## src/core/asf_pkg.sv

```systemverilog
// Purpose: shared constants for the converter status and flag logic
// Assumes: 32-bit Avalon-MM register slave with byte addresses
// Notes: own registers sit above the printed map
package asf_pkg;
	localparam int          ASF_NCH         = 8;
	localparam int          ASF_RES_W       = 18;
	localparam int          ASF_DATA_W      = 12;
	localparam int          ASF_MCNT_W      = 4;
	localparam int          ASF_ADDR_W      = 8;
	// register byte offsets
	localparam logic [7:0]  ASF_OFS_STATUS  = 8'h30;
	localparam logic [7:0]  ASF_OFS_DMAMON  = 8'h40;
	localparam logic [7:0]  ASF_OFS_IRQMASK = 8'h50;
	// status field positions
	localparam int          ASF_B_DONE      = 0;
	localparam int          ASF_B_COMPARE_FLAG_ZERO     = 1;
	localparam int          ASF_B_COMPARE_FLAG_ONE     = 2;
	localparam int          ASF_B_BUSY      = 3;
	localparam int          ASF_CH_LO       = 4;
	localparam int          ASF_VALID_LO    = 8;
	localparam int          ASF_OVR_LO      = 16;
	localparam int          ASF_NFLAG       = 3;
	// reset values
	localparam logic [31:0] ASF_RST_WORD    = 32'h0000_0000;
	localparam logic [2:0]  ASF_RST_MASK    = 3'h0;
endpackage : asf_pkg

```

## src/core/asf_status_regs.sv

```systemverilog
// Contract
// - status bits 23..16 mirror each channel result overrun bit.
// - status bits 15..8 mirror each channel result valid bit.
// - while busy, bits 6..4 show the channel being converted.
// - while idle, bits 6..4 show the channel to convert next.
// - bit 3 reads busy, mirroring the conversion start bit.
// - compare flag one sets when unit one condition is met; write 1 clears.
// - compare flag zero sets when unit zero condition is met; write 1 clears.
// - single mode sets the done flag when the conversion ends.
// - scan mode sets the done flag only after all enabled channels end.
// - writing 1 to the done bit clears it; software acknowledges so.
// - an 18-bit read-only register shows the word the DMA moves.
// - that register shows whichever channel result is being transferred.
// - each compare unit counts matches, flags at threshold plus one.
// - a set compare flag with its enable raises a compare request.
//
// Purpose: status, flag and DMA monitor registers of the converter
// Assumes: converter core, result registers and DMA share clk
// Notes: one wait state on every bus access
`timescale 1ns/1ps
module asf_status_regs
	import asf_pkg::*;
#(
	parameter int NCH = ASF_NCH
) (
	// clock and reset
	input  wire logic                         clk,
	input  wire logic                         arst_n,
	// avalon-mm slave
	input  wire logic [ASF_ADDR_W-1:0]        address,
	input  wire logic                         read,
	input  wire logic                         write,
	input  wire logic [31:0]                  writedata,
	input  wire logic [3:0]                   byteenable,
	output logic [31:0]                       readdata,
	output logic                              waitrequest,
	// converter core
	input  wire logic                         conversion_start_bit,
	input  wire logic                         scan_mode,
	input  wire logic [2:0]                   cur_channel,
	input  wire logic [2:0]                   next_channel,
	input  wire logic [NCH-1:0]               chan_enable,
	input  wire logic                         chan_done,
	input  wire logic [2:0]                   chan_done_num,
	// result registers
	input  wire logic [NCH-1:0]               chan_valid,
	input  wire logic [NCH-1:0]               chan_overrun,
	input  wire logic [NCH*ASF_RES_W-1:0]     channel_result_register,
	input  wire logic                         res_stb,
	input  wire logic [2:0]                   res_chan,
	input  wire logic [ASF_DATA_W-1:0]        res_data,
	// compare settings, unit zero then one
	input  wire logic [1:0]                   cmp_en,
	input  wire logic [1:0]                   cmp_cond,
	input  wire logic [5:0]                   cmp_chan,
	input  wire logic [2*ASF_DATA_W-1:0]      cmp_data,
	input  wire logic [2*ASF_MCNT_W-1:0]      match_count_threshold,
	input  wire logic [1:0]                   compare_irq_enable,
	// dma engine
	input  wire logic                         dma_active,
	input  wire logic [2:0]                   dma_chan,
	// requests
	output logic                              cmp_irq,
	output logic                              irq
);
	import asf_pkg::*;

	logic                  ack_q;
	logic                  wr_ok;
	logic                  rd_ok;
	logic [31:0]           rdata_q;
	logic [31:0]           status_w;
	logic [ASF_RES_W-1:0]  dma_monitor_value_q;
	logic [ASF_NFLAG-1:0]  mask_q;
	logic [ASF_NFLAG-1:0]  flag_q;
	logic [ASF_NFLAG-1:0]  flag_set;
	logic [ASF_NFLAG-1:0]  flag_clr;
	logic [1:0]            cmp_match;
	logic [NCH-1:0]        scan_seen_q;
	logic [NCH-1:0]        seen_now;
	logic                  scan_all;
	logic                  done_set;

	// field widths are fixed by the register layout
	if (NCH != 8) begin : g_chk
		$error("asf_status_regs supports exactly 8 channels");
	end

	// one wait state: request seen, answered next edge
	always_ff @(posedge clk or negedge arst_n) begin
		if (!arst_n) begin
			ack_q <= 1'b0;
		end else begin
			ack_q <= (read || write) && !ack_q;
		end
	end

	assign waitrequest = (read || write) && !ack_q;
	assign wr_ok       = write && ack_q;
	assign rd_ok       = read && ack_q;

	// live status word, reserved bits zero
	always_comb begin
		status_w                             = ASF_RST_WORD;
		status_w[ASF_OVR_LO +: NCH]          = chan_overrun;
		status_w[ASF_VALID_LO +: NCH]        = chan_valid;
		status_w[ASF_CH_LO +: 3]             = conversion_start_bit ?
		                                       cur_channel : next_channel;
		status_w[ASF_B_BUSY]                 = conversion_start_bit;
		status_w[ASF_B_DONE]                 = flag_q[ASF_B_DONE];
		status_w[ASF_B_COMPARE_FLAG_ZERO]                = flag_q[ASF_B_COMPARE_FLAG_ZERO];
		status_w[ASF_B_COMPARE_FLAG_ONE]                = flag_q[ASF_B_COMPARE_FLAG_ONE];
	end

	// read data captured in the wait cycle, held to the answer
	always_ff @(posedge clk or negedge arst_n) begin
		if (!arst_n) begin
			rdata_q <= ASF_RST_WORD;
		end else if (read && !ack_q) begin
			case (address)
				ASF_OFS_STATUS:  rdata_q <= status_w;
				ASF_OFS_DMAMON:  rdata_q <= {{(32-ASF_RES_W){1'b0}}, dma_monitor_value_q};
				ASF_OFS_IRQMASK: rdata_q <= {{(32-ASF_NFLAG){1'b0}}, mask_q};
				default:         rdata_q <= ASF_RST_WORD; // unmapped reads zero
			endcase
		end
	end

	assign readdata = rdata_q;

	// interrupt mask, same layout as the flag bits
	always_ff @(posedge clk or negedge arst_n) begin
		if (!arst_n) begin
			mask_q <= ASF_RST_MASK;
		end else if (wr_ok && address == ASF_OFS_IRQMASK && byteenable[0]) begin
			mask_q <= writedata[ASF_NFLAG-1:0];
		end
	end

	// dma monitor follows the channel under transfer
	always_ff @(posedge clk or negedge arst_n) begin
		if (!arst_n) begin
			dma_monitor_value_q <= '0;
		end else if (dma_active) begin
			dma_monitor_value_q <= channel_result_register[dma_chan*ASF_RES_W +: ASF_RES_W];
		end
	end

	// compare units
	for (genvar u = 0; u < 2; u++) begin : g_cmp
		asf_cmp_unit u_cmp (
			.clk                   (clk),
			.arst_n                (arst_n),
			.cmp_en                (cmp_en[u]),
			.cmp_cond              (cmp_cond[u]),
			.cmp_chan              (cmp_chan[u*3 +: 3]),
			.cmp_data              (cmp_data[u*ASF_DATA_W +: ASF_DATA_W]),
			.match_count_threshold (match_count_threshold[u*ASF_MCNT_W +: ASF_MCNT_W]),
			.res_stb               (res_stb),
			.res_chan              (res_chan),
			.res_data              (res_data),
			.match_o               (cmp_match[u])
		);
	end

	// scan bookkeeping: channels finished this round
	assign seen_now = scan_seen_q | (chan_done ? (NCH'(1) << chan_done_num) : '0);
	assign scan_all = (chan_enable != '0) && ((seen_now & chan_enable) == chan_enable);

	always_ff @(posedge clk or negedge arst_n) begin
		if (!arst_n) begin
			scan_seen_q <= '0;
		end else if (!scan_mode || (chan_done && scan_all)) begin
			scan_seen_q <= '0; // new round
		end else begin
			scan_seen_q <= seen_now;
		end
	end

	// done sets per mode
	assign done_set = chan_done && (scan_mode ? scan_all : 1'b1);

	// flag set sources
	assign flag_set[ASF_B_DONE]  = done_set;
	assign flag_set[ASF_B_COMPARE_FLAG_ZERO] = cmp_match[0];
	assign flag_set[ASF_B_COMPARE_FLAG_ONE] = cmp_match[1];

	// sticky flags, cleared only by a one in byte lane 0
	for (genvar f = 0; f < ASF_NFLAG; f++) begin : g_flag
		assign flag_clr[f] = wr_ok && address == ASF_OFS_STATUS
		                   && byteenable[0] && writedata[f];
		asf_w1c_flag u_flag (
			.clk    (clk),
			.arst_n (arst_n),
			.set_i  (flag_set[f]),
			.clr_i  (flag_clr[f]),
			.flag_q (flag_q[f])
		);
	end

	// compare request and masked interrupt
	assign cmp_irq = (flag_q[ASF_B_COMPARE_FLAG_ZERO] && compare_irq_enable[0])
	               || (flag_q[ASF_B_COMPARE_FLAG_ONE] && compare_irq_enable[1]);
	assign irq     = |(flag_q & mask_q);

	// checks
	AST_OVR_MIRROR: assert property (@(posedge clk) disable iff (!arst_n)
		rd_ok && address == ASF_OFS_STATUS
		|-> readdata[ASF_OVR_LO +: NCH] == $past(chan_overrun))
		else $error("overrun field wrong");

	AST_VALID_MIRROR: assert property (@(posedge clk) disable iff (!arst_n)
		rd_ok && address == ASF_OFS_STATUS
		|-> readdata[ASF_VALID_LO +: NCH] == $past(chan_valid))
		else $error("valid field wrong");

	AST_CHAN_BUSY: assert property (@(posedge clk) disable iff (!arst_n)
		rd_ok && address == ASF_OFS_STATUS && $past(conversion_start_bit)
		|-> readdata[ASF_CH_LO +: 3] == $past(cur_channel) && readdata[ASF_B_BUSY])
		else $error("busy channel wrong");

	AST_CHAN_IDLE: assert property (@(posedge clk) disable iff (!arst_n)
		rd_ok && address == ASF_OFS_STATUS && !$past(conversion_start_bit)
		|-> readdata[ASF_CH_LO +: 3] == $past(next_channel) && !readdata[ASF_B_BUSY])
		else $error("idle channel wrong");

	AST_COMPARE_FLAG_ZERO_SET: assert property (@(posedge clk) disable iff (!arst_n)
		cmp_match[0] |=> flag_q[ASF_B_COMPARE_FLAG_ZERO])
		else $error("compare flag zero not set");

	AST_COMPARE_FLAG_ONE_SET: assert property (@(posedge clk) disable iff (!arst_n)
		cmp_match[1] |=> flag_q[ASF_B_COMPARE_FLAG_ONE])
		else $error("compare flag one not set");

	AST_SINGLE_DONE: assert property (@(posedge clk) disable iff (!arst_n)
		chan_done && !scan_mode |=> flag_q[ASF_B_DONE])
		else $error("single done not flagged");

	AST_SCAN_PARTIAL: assert property (@(posedge clk) disable iff (!arst_n)
		scan_mode && !flag_q[ASF_B_DONE] && !scan_all |=> !flag_q[ASF_B_DONE])
		else $error("scan done set early");

	AST_DONE_CLEAR: assert property (@(posedge clk) disable iff (!arst_n)
		flag_clr[ASF_B_DONE] && !done_set |=> !flag_q[ASF_B_DONE])
		else $error("done not cleared");

	AST_ZERO_KEEPS: assert property (@(posedge clk) disable iff (!arst_n)
		wr_ok && address == ASF_OFS_STATUS && !writedata[ASF_B_COMPARE_FLAG_ZERO]
		&& flag_q[ASF_B_COMPARE_FLAG_ZERO] |=> flag_q[ASF_B_COMPARE_FLAG_ZERO])
		else $error("zero write cleared flag");

	AST_DMA_FOLLOW: assert property (@(posedge clk) disable iff (!arst_n)
		dma_active |=> dma_monitor_value_q
		== $past(channel_result_register[dma_chan*ASF_RES_W +: ASF_RES_W]))
		else $error("dma monitor stale");

	AST_CMP_IRQ: assert property (@(posedge clk) disable iff (!arst_n)
		cmp_match[0] && compare_irq_enable[0] ##1 compare_irq_enable[0] |-> cmp_irq)
		else $error("compare request missing");
endmodule : asf_status_regs

```

## src/core/asf_w1c_flag.sv

```systemverilog
// Purpose: one sticky flag set by hardware, cleared by software
// Assumes: set and clear are single-cycle strobes on clk
// Notes: a set in the clearing cycle wins
`timescale 1ns/1ps
module asf_w1c_flag (
	// clock and reset
	input  wire logic clk,
	input  wire logic arst_n,
	// strobes
	input  wire logic set_i,
	input  wire logic clr_i,
	// state
	output logic      flag_q
);
	// set wins over clear
	always_ff @(posedge clk or negedge arst_n) begin
		if (!arst_n) begin
			flag_q <= 1'b0;
		end else if (set_i) begin
			flag_q <= 1'b1;
		end else if (clr_i) begin
			flag_q <= 1'b0;
		end
	end
endmodule : asf_w1c_flag

```

## src/core/asf_cmp_unit.sv

```systemverilog
// Purpose: one compare unit with its match counter
// Assumes: result strobe and settings come from logic on clk
// Notes: match_o pulses when the count reaches threshold plus one
`timescale 1ns/1ps
module asf_cmp_unit
	import asf_pkg::*;
(
	// clock and reset
	input  wire logic                  clk,
	input  wire logic                  arst_n,
	// settings
	input  wire logic                  cmp_en,
	input  wire logic                  cmp_cond,
	input  wire logic [2:0]            cmp_chan,
	input  wire logic [ASF_DATA_W-1:0] cmp_data,
	input  wire logic [ASF_MCNT_W-1:0] match_count_threshold,
	// result strobe
	input  wire logic                  res_stb,
	input  wire logic [2:0]            res_chan,
	input  wire logic [ASF_DATA_W-1:0] res_data,
	// match pulse
	output logic                       match_o
);
	logic [ASF_MCNT_W:0] cnt_q;
	logic                hit;
	logic                reach;

	// qualifying result: cond 1 means greater or equal
	assign hit   = cmp_en && res_stb && (res_chan == cmp_chan)
	             && (cmp_cond ? (res_data >= cmp_data) : (res_data < cmp_data));
	assign reach = hit && ((cnt_q + 1'b1) == ({1'b0, match_count_threshold} + 1'b1));

	// match counter, restarts after each flag
	always_ff @(posedge clk or negedge arst_n) begin
		if (!arst_n) begin
			cnt_q <= '0;
		end else if (!cmp_en || reach) begin
			cnt_q <= '0;
		end else if (hit) begin
			cnt_q <= cnt_q + 1'b1;
		end
	end

	assign match_o = reach;

	AST_CMP_REACH: assert property (@(posedge clk) disable iff (!arst_n)
		match_o |-> (cnt_q == {1'b0, match_count_threshold}))
		else $error("match pulse at wrong count");
endmodule : asf_cmp_unit

```

## config.mk

```make
export PLATFORM = sky130hd
export DESIGN_NAME = asf_status_regs
export DESIGN_NICKNAME = d
export VERILOG_FILES = /design/src/core/asf_pkg.sv /design/src/core/asf_status_regs.sv /design/src/core/asf_w1c_flag.sv /design/src/core/asf_cmp_unit.sv
export SDC_FILE = /design/constraint.sdc
export NUM_CORES = 1
export LEC_CHECK = 0
export BUFFER_PORTS_ARGS = -buffer_cell sky130_fd_sc_hd__buf_2
export CAP_MARGIN = 20
export CELL_PAD_IN_SITES_DETAIL_PLACEMENT = 0
export CELL_PAD_IN_SITES_GLOBAL_PLACEMENT = 1
export CORE_MARGIN = 2
export CORE_UTILIZATION = 33
export DETAILED_ROUTE_END_ITERATION = 10
export GPL_TIMING_DRIVEN = 0
export PLACE_DENSITY = 0.88
export RECOVER_POWER = 50
export SYNTH_ARGS = -nofsm -noshare
export SYNTH_HDL_FRONTEND = slang
export SYNTH_SLANG_ARGS = --single-unit
```

## constraint.sdc

```tcl
create_clock -name clk -period 5.5 [get_ports clk]
set_input_delay 1.1 -clock clk [delete_from_list [all_inputs] [get_ports clk]]
set_output_delay 1.1 -clock clk [all_outputs]
set_load 0.05 [all_outputs]
```

==> results.sh, run 1 <==
export IMPL_syn_inst=509
export IMPL_synth_xor_area_share_pct=4.553
export IMPL_dp_slack_ps=2362
export IMPL_clkTransAtPathRegs_ps=60
export IMPL_power_mw=1.533
export IMPL_post_synth_top_area_cell="dfrtp_1"
export IMPL_layout_drive_gt1_share_pct=42.87
export IMPL_clock_root_buffer="clkbuf_16"
export IMPL_synth_top_family_by_area="multiplexers"
export IMPL_final_nets=1129
export IMPL_gp_congestion=0.8213
export IMPL_crit_chain="buf_2 > inv_1 > ha_1 > nand2b_1 > a2111oi_0 > o32a_1 > o31ai_2 > o21a_1 > a32o_1"
export IMPL_ys_seq_area_share_pct=32.80
export IMPL_io_buffer_count=282
export IMPL_dieArea_um2=16500
export IMPL_critPathMaxFanout=6
export IMPL_post_synth_num_cell_types=56
export IMPL_tns_ps=0
export IMPL_wire_per_inst_um=16.28
export IMPL_fmax_mhz=356.3
export IMPL_clkSinkCount=67
export IMPL_synth_ff_type="dfrtp_1"
export IMPL_grt_ovfl_total=0
export IMPL_cts_resized=0
export IMPL_core_um2=15150
export IMPL_fin_ws_ps=2693
export IMPL_synth_adder_area_share_pct=6.854
export IMPL_yosys_top_cells_area="dfrtp_1 (33%), mux4_2 (16%), ha_1 (6.9%)"
export IMPL_antenna_found_initial=0
export IMPL_finalSetupViolCount=0
export IMPL_dp_cells=986
export IMPL_rsz0062_at_grt="no"
export IMPL_maxSlewViolCount=0
export IMPL_grt_pass1_wl_um=25230
export IMPL_synth_area_um2=5111
export IMPL_async_flop_share_pct=100.0
export IMPL_worstPathArrival_ps=3020
export IMPL_grt_max_degree=68
export IMPL_synth_top_area_share_pct=32.80
export IMPL_synthMostInstantiatedCell="dfrtp_1"
export IMPL_period_needed_ps=2807
export IMPL_io_pins=327
export IMPL_fp_dieH_um=128.5
export IMPL_route_vias_total=5064
export IMPL_cap_violations=0
export IMPL_yosysWarnings=0
export IMPL_slowest_delay_ps=420
export IMPL_critPathTopFamily="compound AO/OA/AOI/OAI gates"
export IMPL_drtIter0Drc=274
export IMPL_synth_compound_area_share_pct=14.76
export IMPL_routed_wirelength_um=16310
export IMPL_drc_errors=0
export IMPL_placementRows=45
export IMPL_cts_setup_buffers=0
export IMPL_slew_limit_headroom_pct=43.27
export IMPL_grt_pass1_vias=5153
export IMPL_ir_drop_v=0.0001257
export IMPL_critPathKind="in -> reg"
export IMPL_path_buf_inv=2
export IMPL_power_density_nw_per_um2=216.5
export IMPL_muxShareOfSynthArea_pct=22.15
export IMPL_numCtsBuffers=9
export IMPL_skew_ps=5.220
export IMPL_via_per_inst=5.054
export IMPL_cts_path_max_buffers=2
export IMPL_finalCritPeriodShare_pct=51.03
export IMPL_synth_edff_count=0
export IMPL_syn_to_final_growth_pct=38.56
export IMPL_layoutNonFillerInstCount=1002
export IMPL_antennaDiodeCount=0
export IMPL_hold_buffers=0
export IMPL_end_kind="flip-flop"
export IMPL_insertion_delay_ps=330
export IMPL_hpwl_um=13830
export IMPL_start_kind="input port"
export IMPL_fin_util_pct=46.76
export IMPL_outcome="complete, no violations"
export IMPL_cts_tree="built"
export IMPL_ant_nets=0
export IMPL_first_pass_iters=4
export IMPL_synth_commonest_cells="dfrtp_1 (67), nand2_1 (48), nor2_1 (43)"
export IMPL_grtUsageTotal_pct=19.46
export IMPL_slowest_stage="a2111oi_0"
export IMPL_cp_required_ps=5710
export IMPL_htreeDepth=3
export IMPL_initial_core_util_pct=33.75
export IMPL_finalHoldViolations=0
export IMPL_synth_seq_cells=67
export IMPL_hold_path_class="reg -> reg"
export IMPL_worst_pin_slew_ps=851.0
export IMPL_die_width_um=128.5
export IMPL_leakagePower_nw=3.507
export IMPL_yosys_area_share_simple_pct=14.03
export IMPL_synth_avg_cell_area_um2=10.04
-- stage by stage --
| step | cell area, um^2 | hold WS (ps) |
|---|---|---|
| 6_report | 7082 | 447.4 |
| 5_1_grt | 7082 | 474.9 |
| 4_1_cts | 7097 | 448.4 |
| 3_5_place_dp | 6787 | 441.2 |
| 3_3_place_gp | 6784 | 435.5 |
| 2_1_floorplan | 5137 | 454.0 |
-- worst reg2reg max path, stage by stage (launching register included) --
cell and delay (ps):
dfrtp_1 440, ha_1 280, and3_1 250, xnor3_1 360, nor4_2 290, nand2_1 210
a21oi_1 190, o211ai_1 110
-- state kept, by name, indices dropped and copies added, names as in the netlist --
signal	count
ack_q	1
scan_seen_q	8
g_cmp.u_cmp.cnt_q	10
dma_monitor_value_q	18
mask_q	3
g_flag.u_flag.flag_q	3
readdata	24
-- final cells by class --
type                    count  area [um^2]
clock buffers              11        232.7
repair buffers            282         1399
well taps                 188        235.2
fillers                  1504         8064
flip-flops and latches     67         1677
multi-input cells         394         3217
clock inverters             5        77.57
inverters                  25        93.84
plain buffers              30        150.1
-- final timing paths --
kind | slack (ps) | from | end | cells after the start
setup / recovery | 2690 | res_data[0] | g_flag[1].u_flag.flag_q$_DFFE_PN0P_ | 9
hold / removal | 450 | ack_q$_DFF_PN0_ | ack_q$_DFF_PN0_ | 1
setup reg to reg | 3250 | g_cmp[0].u_cmp.cnt_q[0]$_DFFE_PN0P_ | g_cmp[0].u_cmp.cnt_q[2]$_DFFE_PN0P_ | 7
hold reg to reg | 450 | ack_q$_DFF_PN0_ | ack_q$_DFF_PN0_ | 1
max in group asynchronous | 4060 | arst_n | dma_monitor_value_q[13]$_DFFE_PN0P_ | 1
min in group asynchronous | 860 | arst_n | readdata[10]$_DFFE_PN0P_ | 1
-- cells in the final DEF, fill, tap and decap left out, drive strengths merged, types with 25 or more instances in the layout --
master  instances
a21oi          32
mux4           36
buf           286
clkbuf         37
dfrtp          67
nor2           43
o21ai          30
nand2          48
ha             28
inv            25
-- metal layers --
layer | part of all wire [%] | GRT usage [%] | vias up
li1 | - | - | 2498
met4 | 1.3 | 5.753 | 0
met1 | 44 | 26.36 | 2364
met5 | 0 | 0 | -
met3 | 5.6 | 2.661 | 17
met2 | 49 | 32.60 | 185
-- where the power goes --
group | internal (mW) | switching [mW] | total, mW
combinational | 0.192 | 0.182 | 0.374
clock | 0.395 | 0.210 | 0.606
sequential | 0.524 | 0.0300 | 0.554
-- cells by family after synthesis --
logic type,Yosys count
AO/OA/AOI/OAI,117
XOR/XNOR,25
flip-flops,67
AND/OR/NAND/NOR,149
multiplexers,67
other,1
buffers and inverters,55
adder cells (fa/ha/maj),28
Power figures use the tool's default switching activity.
==> run 2, diff against run 1 <==
CORE_UTILIZATION = 28   (was 33)
PLACE_DENSITY = 0.79   (was 0.88)
clock period = 2.5 ns   (was 5.5 ns; I/O delays follow)
==> run 2 against run 1 <==
  * The run now ends with max-capacitance violations, max-slew violations left
  * Core utilization decreased by 7.3 points
  * Sequential power increased by 120%
  * Clock power grew 91%
  * First-iteration DRC count grew 2.2%
  * Count of clock-buffer cells in the layout unchanged
  * Worst hold slack lost 33 ps
  * Wire length up 6.7%
  * Critical path depth unchanged
  * Critical endpoint unchanged
==> results.sh, run 2 (same netlist as run 1, synthesis figures left out) <==
export IMPL_syn_to_final_growth_pct=38.80
export IMPL_clkTransAtPathRegs_ps=50
export IMPL_largest_register_ffs=24
export IMPL_finalCritPeriodShare_pct=88.62
export IMPL_hold_buffers=0
export IMPL_grt_ovfl_total=0
export IMPL_fmax_mhz=451.4
export IMPL_io_buffer_count=282
export IMPL_routed_wirelength_um=17400
export IMPL_insertion_delay_ps=330
export IMPL_violations="max-capacitance violations, max-slew violations"
export IMPL_ant_nets=0
export IMPL_io_pins=327
export IMPL_clkSinkCount=67
export IMPL_cts_tree="built"
export IMPL_layout_drive_gt1_share_pct=43.00
export IMPL_cap_violations=1
export IMPL_worstPathArrival_ps=2430
export IMPL_slew_limit_headroom_pct=-14.69
export IMPL_final_common_cell="buf_2"
export IMPL_dieArea_um2=19350
export IMPL_skew_ps=5.083
export IMPL_min_path_cells=3
export IMPL_end_kind="flip-flop"
export IMPL_r2r_end="g_cmp[0].u_cmp.cnt_q[2]$_DFFE_PN0P_"
export IMPL_hpwl_um=14590
export IMPL_cts_resized=0
export IMPL_initial_core_util_pct=28.45
export IMPL_leakagePower_nw=3.495
export IMPL_numCtsBuffers=9
export IMPL_antenna_found_initial=1
export IMPL_via_per_inst=4.912
export IMPL_first_pass_iters=4
export IMPL_cts_setup_buffers=0
export IMPL_drtIter0Drc=280
export IMPL_timing_hold_ws_ps=414.6
export IMPL_grtUsageTotal_pct=17.63
export IMPL_clock_root_buffer="clkbuf_16"
export IMPL_wire_per_inst_um=16.66
export IMPL_finalSetupViolCount=0
export IMPL_core_um2=17960
export IMPL_outcome="complete, but fails checks"
export IMPL_grt_pass1_vias=5216
export IMPL_drc_errors=0
export IMPL_critPathKind="in -> reg"
export IMPL_grt_max_degree=68
export IMPL_grt_pass1_wl_um=27200
export IMPL_tns_ps=0
export IMPL_critPathMaxFanout=6
export IMPL_power_density_nw_per_um2=451.5
export IMPL_r2r_worst_path_cells=7
export IMPL_worstHoldStart="chan_overrun[2]"
export IMPL_worst_pin_slew_ps=1720
export IMPL_maxSlewViolCount=68
export IMPL_die_width_um=139.1
export IMPL_finalHoldViolations=0
export IMPL_min_to="readdata[18]$_DFFE_PN0P_"
export IMPL_rrSetupSlack_ps=290
export IMPL_hold_path_class="in -> reg"
export IMPL_route_vias_total=5128
export IMPL_ir_drop_v=0.0002278
export IMPL_cts_path_max_buffers=2
export IMPL_period_needed_ps=2215
export IMPL_cp_required_ps=2710
export IMPL_layout_common_cells="buf_2 (275), dfrtp_1 (67), nand2_1 (48), nor2_1 (43), mux4_2 (36)"
export IMPL_start_kind="input port"
export IMPL_final_nets=1129
export IMPL_timing_rr_start="g_cmp[0].u_cmp.cnt_q[0]$_DFFE_PN0P_"
export IMPL_gp_congestion=0.7956
export IMPL_placementRows=49
export IMPL_fp_dieH_um=139.1
export IMPL_htreeDepth=3
export IMPL_rsz0062_at_grt="no"
==> run 2: worst max-delay path: stages <==
cell	delay (ps)
buf_2	70
inv_1	50
ha_1	280
nand2b_1	140
a2111oi_0	480
o32a_1	260
o31ai_2	110
o21a_1	270
a32o_1	270
==> run 2: layer usage <==
| layer | share of wire [%] | track usage (%) | wire length (um) |
|---|---|---|---|
| met2 | 48 | 28.26 | 8273 |
| met4 | 2.2 | 6.114 | 380 |
| met1 | 45 | 24.49 | 7864 |
| met5 | 0 | 0 | 0 |
| met3 | 5.1 | 2.555 | 880 |
==> run 2: final cells by class <==
class	instances	area, um^2
inverters	25	93.84
well taps	229	286.5
diodes	1	2.502
clock inverters	5	28.78
repair buffers	282	1396
multi-input cells	394	3217
plain buffers	30	150.1
clock buffers	11	242.7
flip-flops and latches	67	1677
fillers	1858	10870
==> run 2: report_power, final <==
group | total [mW] | switching (mW) | internal, mW | leakage [nW]
Clock | 1.16 | 0.464 | 0.692 | 0.139
Combinational | 0.825 | 0.403 | 0.422 | 2.48
Sequential | 1.22 | 0.0681 | 1.15 | 0.872
Total | 3.20 | 0.936 | 2.27 | 3.50
==> run 2: per-stage QoR <==
stage / util (%) / area [um^2] / worst slack [ps] / cells / power (mW)
2_1_floorplan: - / 5137 / 249.0 / 516 / 1.698
3_3_place_gp: 38.05 / 6835 / -54.45 / 1027 / 2.054
3_5_place_dp: 38.07 / 6838 / -64.35 / 1027 / 2.069
4_1_cts: 39.58 / 7109 / 265.6 / 1043 / 3.249
5_1_grt: 39.49 / 7094 / 76.55 / 1044 / 3.392
6_report: 39.49 / 7094 / 284.6 / 1044 / 3.203
==> run 2: how the worst max path moves through the flow <==
stage	end	depth (start not counted)	start	slack, ps
final	g_flag[1].u_flag.flag_q$_DFFE_PN0P_	9	res_data[0]	280
after detailed placement	g_flag[1].u_flag.flag_q$_DFFE_PN0P_	9	res_data[0]	-60
after global routing	g_cmp[0].u_cmp.cnt_q[2]$_DFFE_PN0P_	7	g_cmp[0].u_cmp.cnt_q[0]$_DFFE_PN0P_	80
after global placement	g_flag[1].u_flag.flag_q$_DFFE_PN0P_	9	res_data[0]	-50
after CTS	g_flag[1].u_flag.flag_q$_DFFE_PN0P_	9	res_data[0]	270
after floorplan	g_cmp[1].u_cmp.cnt_q[4]$_DFFE_PN0P_	8	cmp_data[21]	250
==> run 3, diff against run 2 <==
CAP_MARGIN = 40   (was 20)
PLACE_DENSITY = 0.78   (was 0.79)
REMOVE_ABC_BUFFERS = 1   (was default)
SYNTH_HIERARCHICAL = 1   (was default)
==> run 3 against run 2 <==
  * Worst hold slack lost 14 ps
  * The flow still finishes with violations (max-capacitance violations, max-slew violations)
  * Synthesized area is 3.5% higher
  * Non-clock buffer count is 21 lower
  * Combinational power is 6.3% higher
  * Highest routed layer unchanged
  * Clock skew rose by 2.3 ps
  * Global-route usage down 1.2 points
  * Sequential share of layout area down 0.54 points
  * First-iteration DRC count is 45% lower
  * Cell area grew 2.3%
  * Clock power grew 25%
  * Synthesized cell count grew 2.0%
  * Sequential power grew 3%
==> results.sh, run 3 <==
export IMPL_leakagePower_nw=3.478
export IMPL_outcome="complete, but fails checks"
export IMPL_ys_seq_area_share_pct=31.71
export IMPL_start_kind="flip-flop"
export IMPL_wire_per_inst_um=15.89
export IMPL_initial_core_util_pct=28.36
export IMPL_post_synth_top_area_cell="dfrtp_1"
export IMPL_p_int_mw=2.601
export IMPL_power_frac_clock_pct=40.4
export IMPL_drc_errors=0
export IMPL_ir_drop_v=0.0002420
export IMPL_gp_congestion=0.8343
export IMPL_fin_ws_ps=268.7
export IMPL_routed_wirelength_um=16450
export IMPL_maxSlewViolCount=34
export IMPL_period_needed_ps=2231
export IMPL_synth_commonest_cells="dfrtp_1 (67), nand2_1 (47), mux4_2 (36)"
export IMPL_drtIter0Drc=155
export IMPL_grt_pass1_vias=4975
export IMPL_layout_common_cells="buf_2 (273), dfrtp_1 (67), nand2_1 (47), mux4_2 (36)"
export IMPL_route_vias_total=5039
export IMPL_hold_path_class="in -> reg"
export IMPL_io_pins=327
export IMPL_cts_path_max_buffers=2
export IMPL_io_buffer_count=286
export IMPL_end_kind="flip-flop"
export IMPL_largest_register_ffs=24
export IMPL_rsz0062_at_grt="no"
export IMPL_slowest_delay_ps=650
export IMPL_syn_inst=519
export IMPL_synth_top_area_share_pct=31.71
export IMPL_hpwl_um=13920
export IMPL_ant_nets=0
export IMPL_post_synth_num_cell_types=54
export IMPL_dieArea_um2=20000
export IMPL_fin_util_pct=38.94
export IMPL_power_density_nw_per_um2=493.7
export IMPL_cts_resized=0
export IMPL_synth_avg_cell_area_um2=10.19
export IMPL_async_flop_share_pct=100.0
export IMPL_finalCritPeriodShare_pct=89.25
export IMPL_fp_dieH_um=141.4
export IMPL_skew_ps=7.351
export IMPL_hold_buffers=0
export IMPL_switching_share_pct=27.43
export IMPL_syn_to_final_growth_pct=37.29
export IMPL_fillCellCount=1928
export IMPL_clkSinkCount=67
export IMPL_antenna_found_initial=1
export IMPL_dp_slack_ps=56.52
export IMPL_synth_area_um2=5288
export IMPL_finalHoldViolations=0
export IMPL_finalSetupViolCount=0
export IMPL_crit_chain="nand2b_1 > buf_8 > a2111o_1 > o21ai_0"
export IMPL_synth_ff_type="dfrtp_1"
export IMPL_die_width_um=141.4
export IMPL_via_per_inst=4.869
export IMPL_yosys_top_cells_area="dfrtp_1 (32%), mux4_2 (15%), ha_1 (6.6%)"
export IMPL_cts_setup_buffers=0
export IMPL_htreeDepth=3
export IMPL_core_um2=18640
export IMPL_clock_root_buffer="clkbuf_16"
export IMPL_yosysWarnings=6
export IMPL_slowest_stage="a2111o_1"
export IMPL_insertion_delay_ps=330
export IMPL_grt_max_degree=37
export IMPL_grt_ovfl_total=0
export IMPL_power_frac_seq_pct=35.2
export IMPL_synth_seq_cells=67
export IMPL_p_switching_mw=0.9831
export IMPL_slew_limit_headroom_pct=-28.47
export IMPL_clkTransAtPathRegs_ps=60
export IMPL_cap_violations=1
export IMPL_grt_pass1_wl_um=25800
export IMPL_critPathKind="reg -> reg"
export IMPL_placementRows=50
export IMPL_violations="max-capacitance violations, max-slew violations"
export IMPL_synthMostInstantiatedCell="dfrtp_1"
export IMPL_cts_tree="built"
export IMPL_grtUsageTotal_pct=16.40
export IMPL_first_pass_iters=6
export IMPL_fmax_mhz=448.2
export IMPL_final_common_cell="buf_2"
export IMPL_synth_edff_count=0
export IMPL_worst_pin_slew_ps=1927
export IMPL_final_nets=1115
export IMPL_critPathMaxFanout=19
export IMPL_cp_required_ps=2740
export IMPL_layout_drive_gt1_share_pct=43.50
export IMPL_worstPathArrival_ps=2470
export IMPL_p_comb_share_pct=24.5
export IMPL_numCtsBuffers=9
==> run 3: worst max-delay path, delay by kind of cell, from the launching register on <==
kind                   cells  cell delay, ps
flip-flops                 1             390
AO/OA/AOI/OAI              2             930
buffers and inverters      1             320
AND/OR/NAND/NOR            1             490
==> run 3: cells by family (layout without fill, tap and decap cells) <==
| logic type | count (synthesis) | count (layout) | share of synthesized area (%) |
|---|---|---|---|
| flops | 67 | 67 | 31.71 |
| buf+inv | 64 | 338 | 5.750 |
| xor+xnor | 26 | 26 | 4.591 |
| other cells | 1 | 9 | 0.07092 |
| simple gates | 147 | 147 | 14.96 |
| fa+ha+maj | 28 | 28 | 6.626 |
| mux | 64 | 64 | 20.78 |
| compound gates | 122 | 122 | 15.52 |
==> run 3: metrics by stage <==
stage               TNS (ps)  std cells  cell area (um^2)  hold slack, ps  power, mW
finish                     0       1035              7259           400.7      3.584
global route               0       1035              7259           409.6      3.791
CTS                        0       1034              7276           125.0      3.644
detailed placement         0       1018              6940           441.0      2.163
global placement      -12060       1013              6850           432.4      2.136
floorplan                  0        493              5126           204.4      1.755
==> run 3: area by class of cell <==
type / count / area, um^2 / area share, %
clock buffer: 12 / 236.5 / 3.258
clock inverter: 4 / 98.84 / 1.362
sequential: 67 / 1677 / 23.10
multi-input combinational: 395 / 3339 / 46.00
antenna: 1 / 2.502 / 0.03447
timing repair buffer: 291 / 1496 / 20.61
tap: 234 / 292.8 / 4.033
inverter: 31 / 116.4 / 1.603
==> run 3: path summary, 6_finish.rpt <==
path	from	endpoint	cells past startpoint	slack [ps]
min in group asynchronous	arst_n	readdata[21]$_DFFE_PN0P_	1	700
hold / removal	chan_overrun[3]	readdata[19]$_DFFE_PN0P_	3	400
max in group asynchronous	arst_n	dma_monitor_value_q[15]$_DFFE_PN0P_	1	690
setup / recovery	ack_q$_DFF_PN0_	readdata[2]$_DFFE_PN0P_	4	270
hold reg to reg	ack_q$_DFF_PN0_	ack_q$_DFF_PN0_	1	470
setup reg to reg	ack_q$_DFF_PN0_	readdata[2]$_DFFE_PN0P_	4	270
==> run 3: layer usage <==
layer  GRT usage [%]  share of wire (%)  up-vias
li1                -                  -     2506
met1           20.00                 40     2345
met2           29.79                 53      172
met3           2.666                5.1       16
met4           4.789                1.6        0
met5               0                  0        -
==> run 3: power by group through the flow <==
stage / clock network (mW) / registers [mW] / logic, mW
after floorplan: 0 / 1.25 / 0.501
after global placement: 0 / 1.28 / 0.858
after detailed placement: 0 / 1.28 / 0.884
after CTS: 1.50 / 1.26 / 0.888
after global routing: 1.54 / 1.28 / 0.980
final: 1.45 / 1.26 / 0.877
